==> src/simc_consts.vh <==
`ifndef SIMC_CONSTS_VH
`define SIMC_CONSTS_VH
// rate codes
`define SIMC_RATE_HD 1'b0
`define SIMC_RATE_SD 1'b1
// operating mode codes
`define SIMC_MODE_THRU 2'h0
`define SIMC_MODE_VIDEO 2'h1
`define SIMC_MODE_TS 2'h2
// upper lane usage codes
`define SIMC_UPPER_UNUSED 2'h0
`define SIMC_UPPER_CHROMA 2'h1
`define SIMC_UPPER_RAW 2'h2
// timing source codes
`define SIMC_TSRC_HVF 2'h0
`define SIMC_TSRC_SYNC 2'h1
`define SIMC_TSRC_EMBED 2'h2
// data path
`define SIMC_LANE_W 10
`define SIMC_WORD_W 20
`define SIMC_FIFO_DEPTH 4
`define SIMC_FIFO_AW 2
`endif

==> src/simc_fifo.v <==
`timescale 1ns/10ps
`default_nettype none
module simc_fifo #(
  parameter WIDTH = 20,
  parameter DEPTH = 4,
  parameter AW = 2
) (
  input wire clk, // clock
  input wire rst, // sync reset
  input wire in_valid, // write request
  output wire in_ready, // space free
  input wire [WIDTH-1:0] in_data, // write data
  output wire out_valid, // data held
  input wire out_ready, // consumer takes
  output wire [WIDTH-1:0] out_data // head word
);
  reg [WIDTH-1:0] mem_reg [0:DEPTH-1];
  reg [AW-1:0] wptr_reg;
  reg [AW-1:0] rptr_reg;
  reg [AW:0] count_reg;
  wire push;
  wire pop;
  assign in_ready = (count_reg != DEPTH[AW:0]);
  assign out_valid = (count_reg != {(AW+1){1'b0}});
  assign push = in_valid & in_ready;
  assign pop = out_valid & out_ready;
  assign out_data = mem_reg[rptr_reg];
  always @(posedge clk) begin
    if (push) begin
      mem_reg[wptr_reg] <= in_data;
    end
  end
  always @(posedge clk) begin
    if (rst) begin
      wptr_reg <= {AW{1'b0}};
      rptr_reg <= {AW{1'b0}};
      count_reg <= {(AW+1){1'b0}};
    end else begin
      if (push) begin
        wptr_reg <= wptr_reg + 1'b1;
      end
      if (pop) begin
        rptr_reg <= rptr_reg + 1'b1;
      end
      if (push & ~pop) begin
        count_reg <= count_reg + 1'b1;
      end else if (pop & ~push) begin
        count_reg <= count_reg - 1'b1;
      end
    end
  end
endmodule // simc_fifo
`default_nettype wire

==> src/simc_top.v <==
// Functional notes
// - rate select 0 is HD, 1 is SD
// - 20-bit video mode, upper lanes carry chroma
// - 20-bit data-through, upper lanes pass raw
// - transport-stream mode ignores upper lanes
// - timing select low uses external strobes
// - timing select high uses embedded references
// - sync style low uses blanking/field flags
// - sync style high uses hsync/vsync/de
// - decode video, transport-stream, data-through modes
// - ignore vertical inputs when embedded timing
`timescale 1ns/10ps
`default_nettype none
`include "simc_consts.vh"
module simc_top (
  input wire clk, // parallel clock
  input wire rst, // sync reset, active high
  input wire rate_select, // 0 hd, 1 sd
  input wire bus_width_select, // 1 twenty-bit bus
  input wire processing_enable, // 1 video processing
  input wire transport_stream_mode_select, // 1 transport stream
  input wire timing_source_select, // 1 embedded timing
  input wire sync_style_select, // 1 sync/de strobes
  input wire [`SIMC_LANE_W-1:0] din_lower, // lower lanes, luma or words
  input wire [`SIMC_LANE_W-1:0] din_upper, // upper lanes
  input wire din_valid, // source word valid
  output wire din_ready, // fifo can take word
  input wire h_blank, // horizontal blanking flag
  input wire v_blank, // vertical blanking flag
  input wire f_field, // field flag
  input wire h_sync, // horizontal sync
  input wire v_sync, // vertical sync
  input wire data_en, // data enable
  output wire rate_sd, // 1 sd rate selected
  output wire [1:0] op_mode, // operating mode code
  output wire [1:0] upper_use, // upper lane usage code
  output wire [1:0] timing_src, // timing source code
  output wire tim_h, // selected horizontal timing
  output wire tim_v, // selected vertical timing
  output wire tim_f, // selected field/enable timing
  output wire word_valid, // word available
  input wire word_ready, // downstream takes word
  output wire [`SIMC_LANE_W-1:0] word_lower, // lower lanes out
  output wire [`SIMC_LANE_W-1:0] word_upper, // upper lanes out
  output wire word_upper_used // upper lanes meaningful
);
  //////////////////////////////////////////////////////////////////////////
  // decoded control pins
  wire mode_is_video;
  wire mode_is_ts;
  wire mode_is_thru;
  wire wide_bus;
  wire timing_embedded;
  wire timing_sync_style;
  reg rate_next;
  reg [1:0] mode_next;
  reg [1:0] upper_next;
  reg [1:0] tsrc_next;
  reg h_next;
  reg v_next;
  reg f_next;
  reg upper_keep;
  wire [`SIMC_LANE_W-1:0] upper_data_next;
  wire [`SIMC_WORD_W-1:0] fifo_in;
  wire [`SIMC_WORD_W-1:0] fifo_out;
  wire fifo_valid;
  wire fifo_ready;
  wire word_take;
  reg rate_sd_reg;
  reg [1:0] op_mode_reg;
  reg [1:0] upper_use_reg;
  reg [1:0] timing_src_reg;
  reg tim_h_reg;
  reg tim_v_reg;
  reg tim_f_reg;
  reg out_full_reg;
  reg [`SIMC_LANE_W-1:0] word_lower_reg;
  reg [`SIMC_LANE_W-1:0] word_upper_reg;
  reg word_upper_used_reg;
  assign mode_is_video = processing_enable;
  assign mode_is_ts = ~processing_enable & transport_stream_mode_select;
  assign mode_is_thru = ~processing_enable & ~transport_stream_mode_select;
  assign wide_bus = bus_width_select;
  assign timing_embedded = timing_source_select;
  assign timing_sync_style = sync_style_select;
  //////////////////////////////////////////////////////////////////////////
  // serial rate
  always @* begin
    if (rate_select) begin
      rate_next = `SIMC_RATE_SD;
    end else begin
      rate_next = `SIMC_RATE_HD;
    end
  end
  //////////////////////////////////////////////////////////////////////////
  // operating mode
  always @* begin
    mode_next = `SIMC_MODE_THRU;
    case ({mode_is_video, mode_is_ts, mode_is_thru})
      3'h4: begin
        mode_next = `SIMC_MODE_VIDEO;
      end
      3'h2: begin
        mode_next = `SIMC_MODE_TS;
      end
      3'h1: begin
        mode_next = `SIMC_MODE_THRU;
      end
      default: begin
        mode_next = `SIMC_MODE_THRU;
      end
    endcase
  end
  //////////////////////////////////////////////////////////////////////////
  // upper lane usage
  always @* begin
    upper_next = `SIMC_UPPER_UNUSED;
    if (wide_bus) begin
      case (mode_next)
        `SIMC_MODE_VIDEO: begin
          upper_next = `SIMC_UPPER_CHROMA;
        end
        `SIMC_MODE_THRU: begin
          upper_next = `SIMC_UPPER_RAW;
        end
        `SIMC_MODE_TS: begin
          upper_next = `SIMC_UPPER_UNUSED;
        end
        default: begin
          upper_next = `SIMC_UPPER_UNUSED;
        end
      endcase
    end
  end
  always @* begin
    upper_keep = 1'b0;
    if (upper_next != `SIMC_UPPER_UNUSED) begin
      upper_keep = 1'b1;
    end
  end
  // unused upper lanes enter the buffer as zero
  genvar lane;
  generate
    for (lane = 0; lane < `SIMC_LANE_W; lane = lane + 1) begin : g_upper_lane
      assign upper_data_next[lane] = din_upper[lane] & upper_keep;
    end
  endgenerate
  assign fifo_in = {upper_data_next, din_lower};
  //////////////////////////////////////////////////////////////////////////
  // timing source steering
  always @* begin
    if (timing_embedded) begin
      tsrc_next = `SIMC_TSRC_EMBED;
    end else if (timing_sync_style) begin
      tsrc_next = `SIMC_TSRC_SYNC;
    end else begin
      tsrc_next = `SIMC_TSRC_HVF;
    end
  end
  always @* begin
    case (tsrc_next)
      `SIMC_TSRC_HVF: begin
        h_next = h_blank;
      end
      `SIMC_TSRC_SYNC: begin
        h_next = h_sync;
      end
      default: begin
        h_next = 1'b0;
      end
    endcase
  end
  always @* begin
    case (tsrc_next)
      `SIMC_TSRC_HVF: begin
        v_next = v_blank;
      end
      `SIMC_TSRC_SYNC: begin
        v_next = v_sync;
      end
      default: begin
        v_next = 1'b0;
      end
    endcase
  end
  always @* begin
    case (tsrc_next)
      `SIMC_TSRC_HVF: begin
        f_next = f_field;
      end
      `SIMC_TSRC_SYNC: begin
        f_next = data_en;
      end
      default: begin
        f_next = 1'b0;
      end
    endcase
  end
  //////////////////////////////////////////////////////////////////////////
  // registered settings
  always @(posedge clk) begin
    if (rst) begin
      rate_sd_reg <= `SIMC_RATE_HD;
    end else begin
      rate_sd_reg <= rate_next;
    end
  end
  always @(posedge clk) begin
    if (rst) begin
      op_mode_reg <= `SIMC_MODE_THRU;
    end else begin
      op_mode_reg <= mode_next;
    end
  end
  always @(posedge clk) begin
    if (rst) begin
      upper_use_reg <= `SIMC_UPPER_UNUSED;
    end else begin
      upper_use_reg <= upper_next;
    end
  end
  always @(posedge clk) begin
    if (rst) begin
      timing_src_reg <= `SIMC_TSRC_HVF;
    end else begin
      timing_src_reg <= tsrc_next;
    end
  end
  always @(posedge clk) begin
    if (rst) begin
      tim_h_reg <= 1'b0;
    end else begin
      tim_h_reg <= h_next;
    end
  end
  always @(posedge clk) begin
    if (rst) begin
      tim_v_reg <= 1'b0;
    end else begin
      tim_v_reg <= v_next;
    end
  end
  always @(posedge clk) begin
    if (rst) begin
      tim_f_reg <= 1'b0;
    end else begin
      tim_f_reg <= f_next;
    end
  end
  //////////////////////////////////////////////////////////////////////////
  // word buffer with output register stage
  simc_fifo #(
    .WIDTH(`SIMC_WORD_W),
    .DEPTH(`SIMC_FIFO_DEPTH),
    .AW(`SIMC_FIFO_AW)
  ) u_fifo (
    .clk(clk),
    .rst(rst),
    .in_valid(din_valid),
    .in_ready(din_ready),
    .in_data(fifo_in),
    .out_valid(fifo_valid),
    .out_ready(fifo_ready),
    .out_data(fifo_out)
  );
  assign fifo_ready = ~out_full_reg | word_ready;
  assign word_take = fifo_ready & fifo_valid;
  always @(posedge clk) begin
    if (rst) begin
      out_full_reg <= 1'b0;
    end else if (fifo_ready) begin
      out_full_reg <= fifo_valid;
    end
  end
  always @(posedge clk) begin
    if (rst) begin
      word_lower_reg <= {`SIMC_LANE_W{1'b0}};
    end else if (word_take) begin
      word_lower_reg <= fifo_out[`SIMC_LANE_W-1:0];
    end
  end
  always @(posedge clk) begin
    if (rst) begin
      word_upper_reg <= {`SIMC_LANE_W{1'b0}};
    end else if (word_take) begin
      word_upper_reg <= fifo_out[`SIMC_WORD_W-1:`SIMC_LANE_W];
    end
  end
  always @(posedge clk) begin
    if (rst) begin
      word_upper_used_reg <= 1'b0;
    end else if (word_take) begin
      word_upper_used_reg <= (upper_use_reg != `SIMC_UPPER_UNUSED);
    end
  end
  //////////////////////////////////////////////////////////////////////////
  // outputs straight from the registers
  assign rate_sd = rate_sd_reg;
  assign op_mode = op_mode_reg;
  assign upper_use = upper_use_reg;
  assign timing_src = timing_src_reg;
  assign tim_h = tim_h_reg;
  assign tim_v = tim_v_reg;
  assign tim_f = tim_f_reg;
  assign word_valid = out_full_reg;
  assign word_lower = word_lower_reg;
  assign word_upper = word_upper_reg;
  assign word_upper_used = word_upper_used_reg;
endmodule // simc_top
`default_nettype wire

==> config.mk <==
export PLATFORM = sky130hd
export DESIGN_NAME = simc_top
export DESIGN_NICKNAME = d
export VERILOG_FILES = /design/src/simc_fifo.v /design/src/simc_top.v
export VERILOG_INCLUDE_DIRS = /design/src
export SDC_FILE = /design/constraint.sdc
export NUM_CORES = 1
export LEC_CHECK = 0
export ABC_AREA = 1
export BUFFER_PORTS_ARGS = -buffer_cell sky130_fd_sc_hd__buf_2
export CAP_MARGIN = 10
export CORE_MARGIN = 4
export CORE_UTILIZATION = 36
export DETAILED_ROUTE_END_ITERATION = 16
export GPL_TIMING_DRIVEN = 0
export PLACE_DENSITY = 0.57
export RECOVER_POWER = 50
export SLEW_MARGIN = 10
export SYNTH_ARGS = -nofsm -noshare
export SYNTH_HDL_FRONTEND = slang
export SYNTH_HIERARCHICAL = 1
export SYNTH_SLANG_ARGS = --single-unit
==> constraint.sdc <==
create_clock -name clk -period 2 [get_ports clk]
set_clock_uncertainty 0.15 [all_clocks]
set_input_delay 0.4 -clock clk [delete_from_list [all_inputs] [get_ports clk]]
set_output_delay 0.4 -clock clk [all_outputs]
set_load 0.1 [all_outputs]
==> qor.yml, run 1 <==
place:
  dp_cells: 704
  dpl.hpwl_mm: 7.319
  portBuffers: 68
  gp_congestion: 0.8098
  place_area_sq_um: 5470
  pre_cts_ws_ns: -0.1642
sta:
  post-route-period-util: 0.9667
  min_period_ns: 1.933
  slew_headroom: 0.3012
  setup_viol: 0
  hold_viol: 0
  tightest_slew_ns: 1.041
  max_freq_mhz: 517.2
  fin_ws_ns: 0.06666
  finalMaxSlewViolations: 0
clock_tree:
  cts_buffers: 17
  clock_sinks: 121
  cts_tree: "yes"
  h-tree-depth: 4
  cts_buffer_depth: 2
  clockRootBuffer: "clkbuf_16"
  path_clk_slew_ns: 0.05
  clk_latency_ns: 0.41
cells_and_area:
  register_area_sq_um: 3229
  largest_register_ffs: 80
  final_util: 0.4557
  diodes: 0
  final_area_sq_um: 6035
  layout-drive-gt1-share: 0.2278
  final_cell_mix: "nor2_1 (85), edfxtp_1 (80), buf_2 (53), inv_1 (49), nand2_1 (39)"
  multiInputGateArea_sq_um: 1331
  stdcell_count: 738
  nFillCells: 1255
  layout_commonest_cell: "nor2_1"
  area_growth_pct: 23.95
  finalNetCount: 591
logic_synthesis:
  ys_ff_latch: 121
  syn_nets: 502
  synthCells: 460
  avgSynthCellArea_sq_um: 10.58
  netlist_area_sq_um: 4868
  ys_types: 27
  yosysWarnings: 6
  yosysSeqAreaShare: 0.6620
power_and_ir_drop:
  leakage_uw: 0.002507
  pwr-share-seq: 0.315
  power_frac_comb: 0.433
  intPower_uw: 5964
  irDropWorstVdd_uv: 703.0
  finalPower_uw: 10810
  swShare: 0.4484
  power_switching_uw: 4849
  p_clk_frac: 0.253
  power_density_nw_per_um2: 1792
worst_setup_path:
  cp_max_fo: 4
  endpoint_kind: "output port"
  critPathRequiredTime_ns: 1.45
  critPathKind: "reg2out"
  cp-start-kind: "register"
  critPathArrivalTime_ns: 1.38
floorplan:
  dieArea_sq_um: 15450
  start_util: 0.3676
  die-height_microns: 124.3
  core_area_sq_um: 13240
  die_w_microns: 124.3
  ios: 69
  num_rows: 42
route:
  drtIter0Drc: 166
  wl_per_cell_microns: 14.80
  ant_nets: 0
  vias: 3452
  drcViolationCount: 0
  viasPerCell: 4.678
  dr.pass1.iters: 4
  wirelength_mm: 10.92
grt:
  track_usage: 0.1462
  grt_first_pass_wirelength_mm: 18.00
  grt_max_degree: 21
  grt_pass1_vias: 3593
  antenna_found_initial: 0
  grt_overflow: 0
hold_path:
  hold_path_class: "in2reg"
run:
  max_cap_viol_count: 0
outcome:
  status: "finished clean"
cells in the mapped netlist, drive strengths merged:
cell,instances,area [sq um]
fa,1,20.02
dfxtp,41,820.8
buf,18,148.9
nor2,91,346.6
o22ai,20,125.1
nand2,44,182.7
a21oi,25,125.1
nor4,1,6.260
nand3b,1,7.510
inv,54,205.2
nor3,2,10.01
o21ai,42,214.0
clkbuf,6,42.54
ha,5,62.56
xor2,1,8.760
edfxtp,80,2402
nand3,28,140.1
metrics by stage:
| stage | TNS (ns) | hold slack (ns) |
|---|---|---|
| 2_1_floorplan | 0 | 0.3087 |
| 3_5_place_dp | -10.92 | 0.3163 |
| 5_1_grt | -0.001559 | 0.04588 |
| 4_1_cts | -0.05395 | 0.005267 |
| 6_report | 0 | 0.03511 |
| 3_3_place_gp | -10.31 | 0.3128 |
timing repair:
item | CTS | global route
pin swaps | 0 | 3
hold buffers | 0 | 0
endpoints found under the hold margin | 0 | 0
resized for setup | 4 | 8
buffers inserted | 0 | 2
setup endpoints to repair | 80 | 3
worst max-delay path, cell delays in order, from the launching register on:
cell and delay, ns:
dfxtp_2 0.38, nor2_4 0.07, nand2_8 0.09, buf_2 0.43
layer usage:
layer / share of wire / GRT usage / vias to the layer above / wire (microns)
met3: 0.054 / 0.04889 / 18 / 587
met5: 0 / 0 / - / 0
met4: 0.021 / 0.07092 / 0 / 228
met2: 0.48 / 0.2293 / 104 / 5190
met1: 0.45 / 0.1813 / 1603 / 4912
li1: - / - / 1727 / -
power groups by stage:
stage	clock [uW]	combinational, uW	sequential (uW)
final	2730	4680	3400
after global routing	2890	5080	3450
after CTS	2800	4670	3400
after detailed placement	0	4640	3450
after global placement	0	4590	3430
after floorplan	0	1990	5120
cell families (layout without fill, tap and decap cells):
kind of cell,Yosys count,after routing,synth area share
buffers and inverters,78,180,0.08147
XOR/XNOR,1,1,0.001799
adder cells (fa/ha/maj),6,6,0.01696
AND/OR/NAND/NOR,167,167,0.1424
flip-flops,121,121,0.6620
AO/OA/AOI/OAI,87,87,0.09535
cell type report:
type | instances | share of cell area
multi-input combinational | 261 | 0.2206
timing repair buffer | 70 | 0.05640
inverter | 54 | 0.03400
buffer | 24 | 0.02820
clock buffer | 18 | 0.07112
clock inverter | 14 | 0.01804
sequential | 121 | 0.5351
tap | 176 | 0.03649
worst paths after layout:
path,from,endpoint,slack [ns],cells after the start
setup reg to reg,u_fifo/count_reg[1],u_fifo/count_reg[2],0.09,12
setup / recovery,u_fifo/count_reg[0],din_ready,0.07,3
hold reg to reg,word_upper[0],word_upper[0],0.32,2
hold / removal,data_en,tim_f,0.04,3
Note: power is estimated with default switching activity, not from simulation.
==> run 2: changes to the inputs <==
--- a/config.mk
+++ b/config.mk
@@ -13,7 +13,7 @@
 export CORE_UTILIZATION = 36
 export DETAILED_ROUTE_END_ITERATION = 16
 export GPL_TIMING_DRIVEN = 0
-export PLACE_DENSITY = 0.57
+export PLACE_DENSITY = 0.55
 export RECOVER_POWER = 50
 export SLEW_MARGIN = 10
 export SYNTH_ARGS = -nofsm -noshare
==> constraint.sdc (replaced) <==
create_clock -name clk -period 2.3 [get_ports clk]
set_clock_uncertainty 0.15 [all_clocks]
set_input_delay 0.46 -clock clk [delete_from_list [all_inputs] [get_ports clk]]
set_output_delay 0.46 -clock clk [all_outputs]
set_load 0.1 [all_outputs]
==> run 2 against run 1 <==
Final cell count did not move. Die area did not move. Final area rose by 0.62%.
==> qor.yml, run 2 (synthesized netlist as in run 1, its figures left out) <==
worst_setup_path:
  crit_path_frequent_cell: "nand2_2"
  slowest_stage: "fa_1"  # was buf_2
  crit_chain: "nor2_2 -> nand2_2 -> nand2_2 -> inv_2 -> ha_1 -> inv_1 -> fa_1 -> o21ai_0 -> nor2_1"  # was nor2_4 -> nand2_8 -> buf_2
  rr_worst_depth: 9  # was 12
  cp.buffers_inverters: 2  # was 1
  crit_family: "adder cells"  # was buffers and inverters
  endpoint_kind: "register"  # was output port
  cp-start-kind: "register"  # unchanged
  crit_end: "u_fifo/count_reg[1]"  # was din_ready
  cp.depth: 9  # was 3
  critPathArrivalTime_ns: 2.21  # was 1.38 ns
  reg2reg_slack_ns: 0.24  # was 0.09 ns
  regToRegEndpoint: "u_fifo/count_reg[1]"  # was u_fifo/count_reg[2]
  reg2reg_from: "u_fifo/count_reg[1]"  # unchanged
  cp_max_fo: 5  # was 4
  crit_path_start: "u_fifo/count_reg[1]"  # was u_fifo/count_reg[0]
  cpPeakStageDelay_ns: 0.42  # was 0.43 ns
  critPathRequiredTime_ns: 2.45  # was 1.45 ns
  critPathKind: "reg2reg"  # was reg2out
route:
  wl_per_cell_microns: 15.14  # was 14.80 microns
  wirelength_mm: 11.18  # was 10.92 mm
  drcViolationCount: 0  # unchanged
  dr.pass1.iters: 4  # unchanged
  ant_nets: 0  # unchanged
  vias: 3423  # was 3,452
  drtIter0Drc: 295  # was 166
  viasPerCell: 4.638  # was 4.678
cells_and_area:
  nFillCells: 1277  # was 1,255
  multiInputGateArea_sq_um: 1245  # was 1331 sq um
  layout-drive-gt1-share: 0.2011  # was 0.2278
  area_growth_pct: 24.72  # was 23.95%
  layout_commonest_cell: "nor2_1"  # unchanged
  register_area_sq_um: 3223  # was 3229 sq um
  stdcell_count: 738  # unchanged
  final_util: 0.4585  # was 0.4557
  final_cell_mix: "nor2_1 (88), edfxtp_1 (80), buf_2 (64), inv_1 (50), dfxtp_1 (41)"  # was nor2_1 (85), edfxtp_1 (80), buf_2 (53), inv_1 (49), nand2_1 (39)
  largest_register_ffs: 80  # unchanged
  finalNetCount: 593  # was 591
  diodes: 0  # unchanged
clock_tree:
  clock_sinks: 121  # unchanged
  post_cts_buffers: 0  # unchanged
  h-tree-depth: 4  # unchanged
  ctsHoldBuffers: 0  # unchanged
  cts_buffer_depth: 2  # unchanged
  clockRootBuffer: "clkbuf_16"  # unchanged
  clk_latency_ns: 0.41  # about the same
  cts_tree: "yes"  # unchanged
  post_cts_resized: 0  # was 4
  cts_buffers: 17  # unchanged
  path_clk_slew_ns: 0.05  # about the same
place:
  dpl.hpwl_mm: 7.636  # was 7.319 mm
  portBuffers: 68  # unchanged
  dp_cells: 708  # was 704
  gp_congestion: 0.8023  # was 0.8098
power_and_ir_drop:
  irDropWorstVdd_uv: 592.2  # was 703.0 uV
  swShare: 0.4230  # was 0.4484
  power_density_nw_per_um2: 1602  # was 1792 nW/um^2
  finalPower_uw: 9725  # was 10,810 uW
  intPower_uw: 5612  # was 5964 uW
  power_frac_comb: 0.413  # was 0.433
  p_clk_frac: 0.285  # was 0.253
  pwr-share-seq: 0.302  # was 0.315
  leakage_uw: 0.002567  # was 0.002507 uW
  power_switching_uw: 4113  # was 4849 uW
grt:
  antenna_found_initial: 0  # unchanged
  grt_max_degree: 17  # was 21
  grt_overflow: 0  # unchanged
  grt_pass1_vias: 3463  # was 3,593
  grt_first_pass_wirelength_mm: 18.44  # was 18.00 mm
  track_usage: 0.1512  # was 0.1462
hold_path:
  hold_path_class: "in2reg"  # unchanged
floorplan:
  num_rows: 42  # unchanged
  die_w_microns: 124.3  # unchanged
  dieArea_sq_um: 15450  # unchanged
  ios: 69  # unchanged
  die-height_microns: 124.3  # unchanged
  core_area_sq_um: 13240  # unchanged
  start_util: 0.3676  # unchanged
sta:
  rsz0062_at_grt: "no"
  hold-worst-slack_ns: 0.09677  # was 0.03511 ns
  hold_viol: 0  # unchanged
  post-route-period-util: 0.8949
  setup_tns_ns: 0  # unchanged
  setup_viol: 0  # unchanged
  slew_headroom: 0.3421  # was 0.3012
  max_freq_mhz: 485.8
  min_period_ns: 2.058
  finalMaxSlewViolations: 0  # unchanged
  tightest_slew_ns: 0.9803  # was 1.041 ns
run:
  max_cap_viol_count: 0  # unchanged
outcome:
  status: "finished clean"  # unchanged
[run 2: worst reg2reg max path: cells and delay by family, from the launching register on]
kind | cells | cell delay, ns
buffers and inverters | 2 | 0.17
adder cells (fa/ha/maj) | 2 | 0.63
AO/OA/AOI/OAI | 1 | 0.19
AND/OR/NAND/NOR | 4 | 0.47
flip-flops | 1 | 0.34
[run 2: metal layers]
| layer | vias to the layer above | track usage | wire [microns] |
|---|---|---|---|
| met4 | 0 | 0.05545 | 85 |
| met1 | 1586 | 0.1957 | 5009 |
| li1 | 1737 | - | - |
| met5 | - | 0 | 0 |
| met2 | 93 | 0.2411 | 5365 |
| met3 | 7 | 0.04460 | 717 |
[run 2: worst min-delay path by stage]
stage,startpoint,endpoint,depth (start not counted)
after global placement,word_upper[4],word_upper[4],2
after floorplan,u_fifo/rptr_reg[1],register,2
after detailed placement,word_upper[9],word_upper[9],2
final,data_en,tim_f,3
after global routing,data_en,tim_f,3
after CTS,transport_stream_mode_select,upper_use[1],2
[run 2: stage by stage]
step | setup WS, ns | area [sq um]
5_1_grt | 0.09165 | 6072
4_1_cts | 0.2112 | 6126
6_report | 0.2416 | 6072
3_5_place_dp | 0.08117 | 5513
3_3_place_gp | -0.5405 | 5430
2_1_floorplan | -0.1735 | 4870
[run 2: power by group through the flow]
stage | combinational, uW | clock (uW) | sequential [uW]
after global routing | 4360 | 2920 | 2990
after detailed placement | 4060 | 0 | 2980
after global placement | 3980 | 0 | 2970
after floorplan | 1690 | 0 | 4440
after CTS | 4080 | 2820 | 2940
final | 4020 | 2770 | 2940
[run 2: layout make-up]
class | count | share of cell area
Buffer | 24 | 0.02782
Clock buffer | 20 | 0.07191
Clock inverter | 10 | 0.02905
Inverter | 54 | 0.03359
Multi-Input combinational cell | 261 | 0.2050
Sequential cell | 121 | 0.5308
Tap cell | 176 | 0.03627
Timing Repair Buffer | 72 | 0.06553
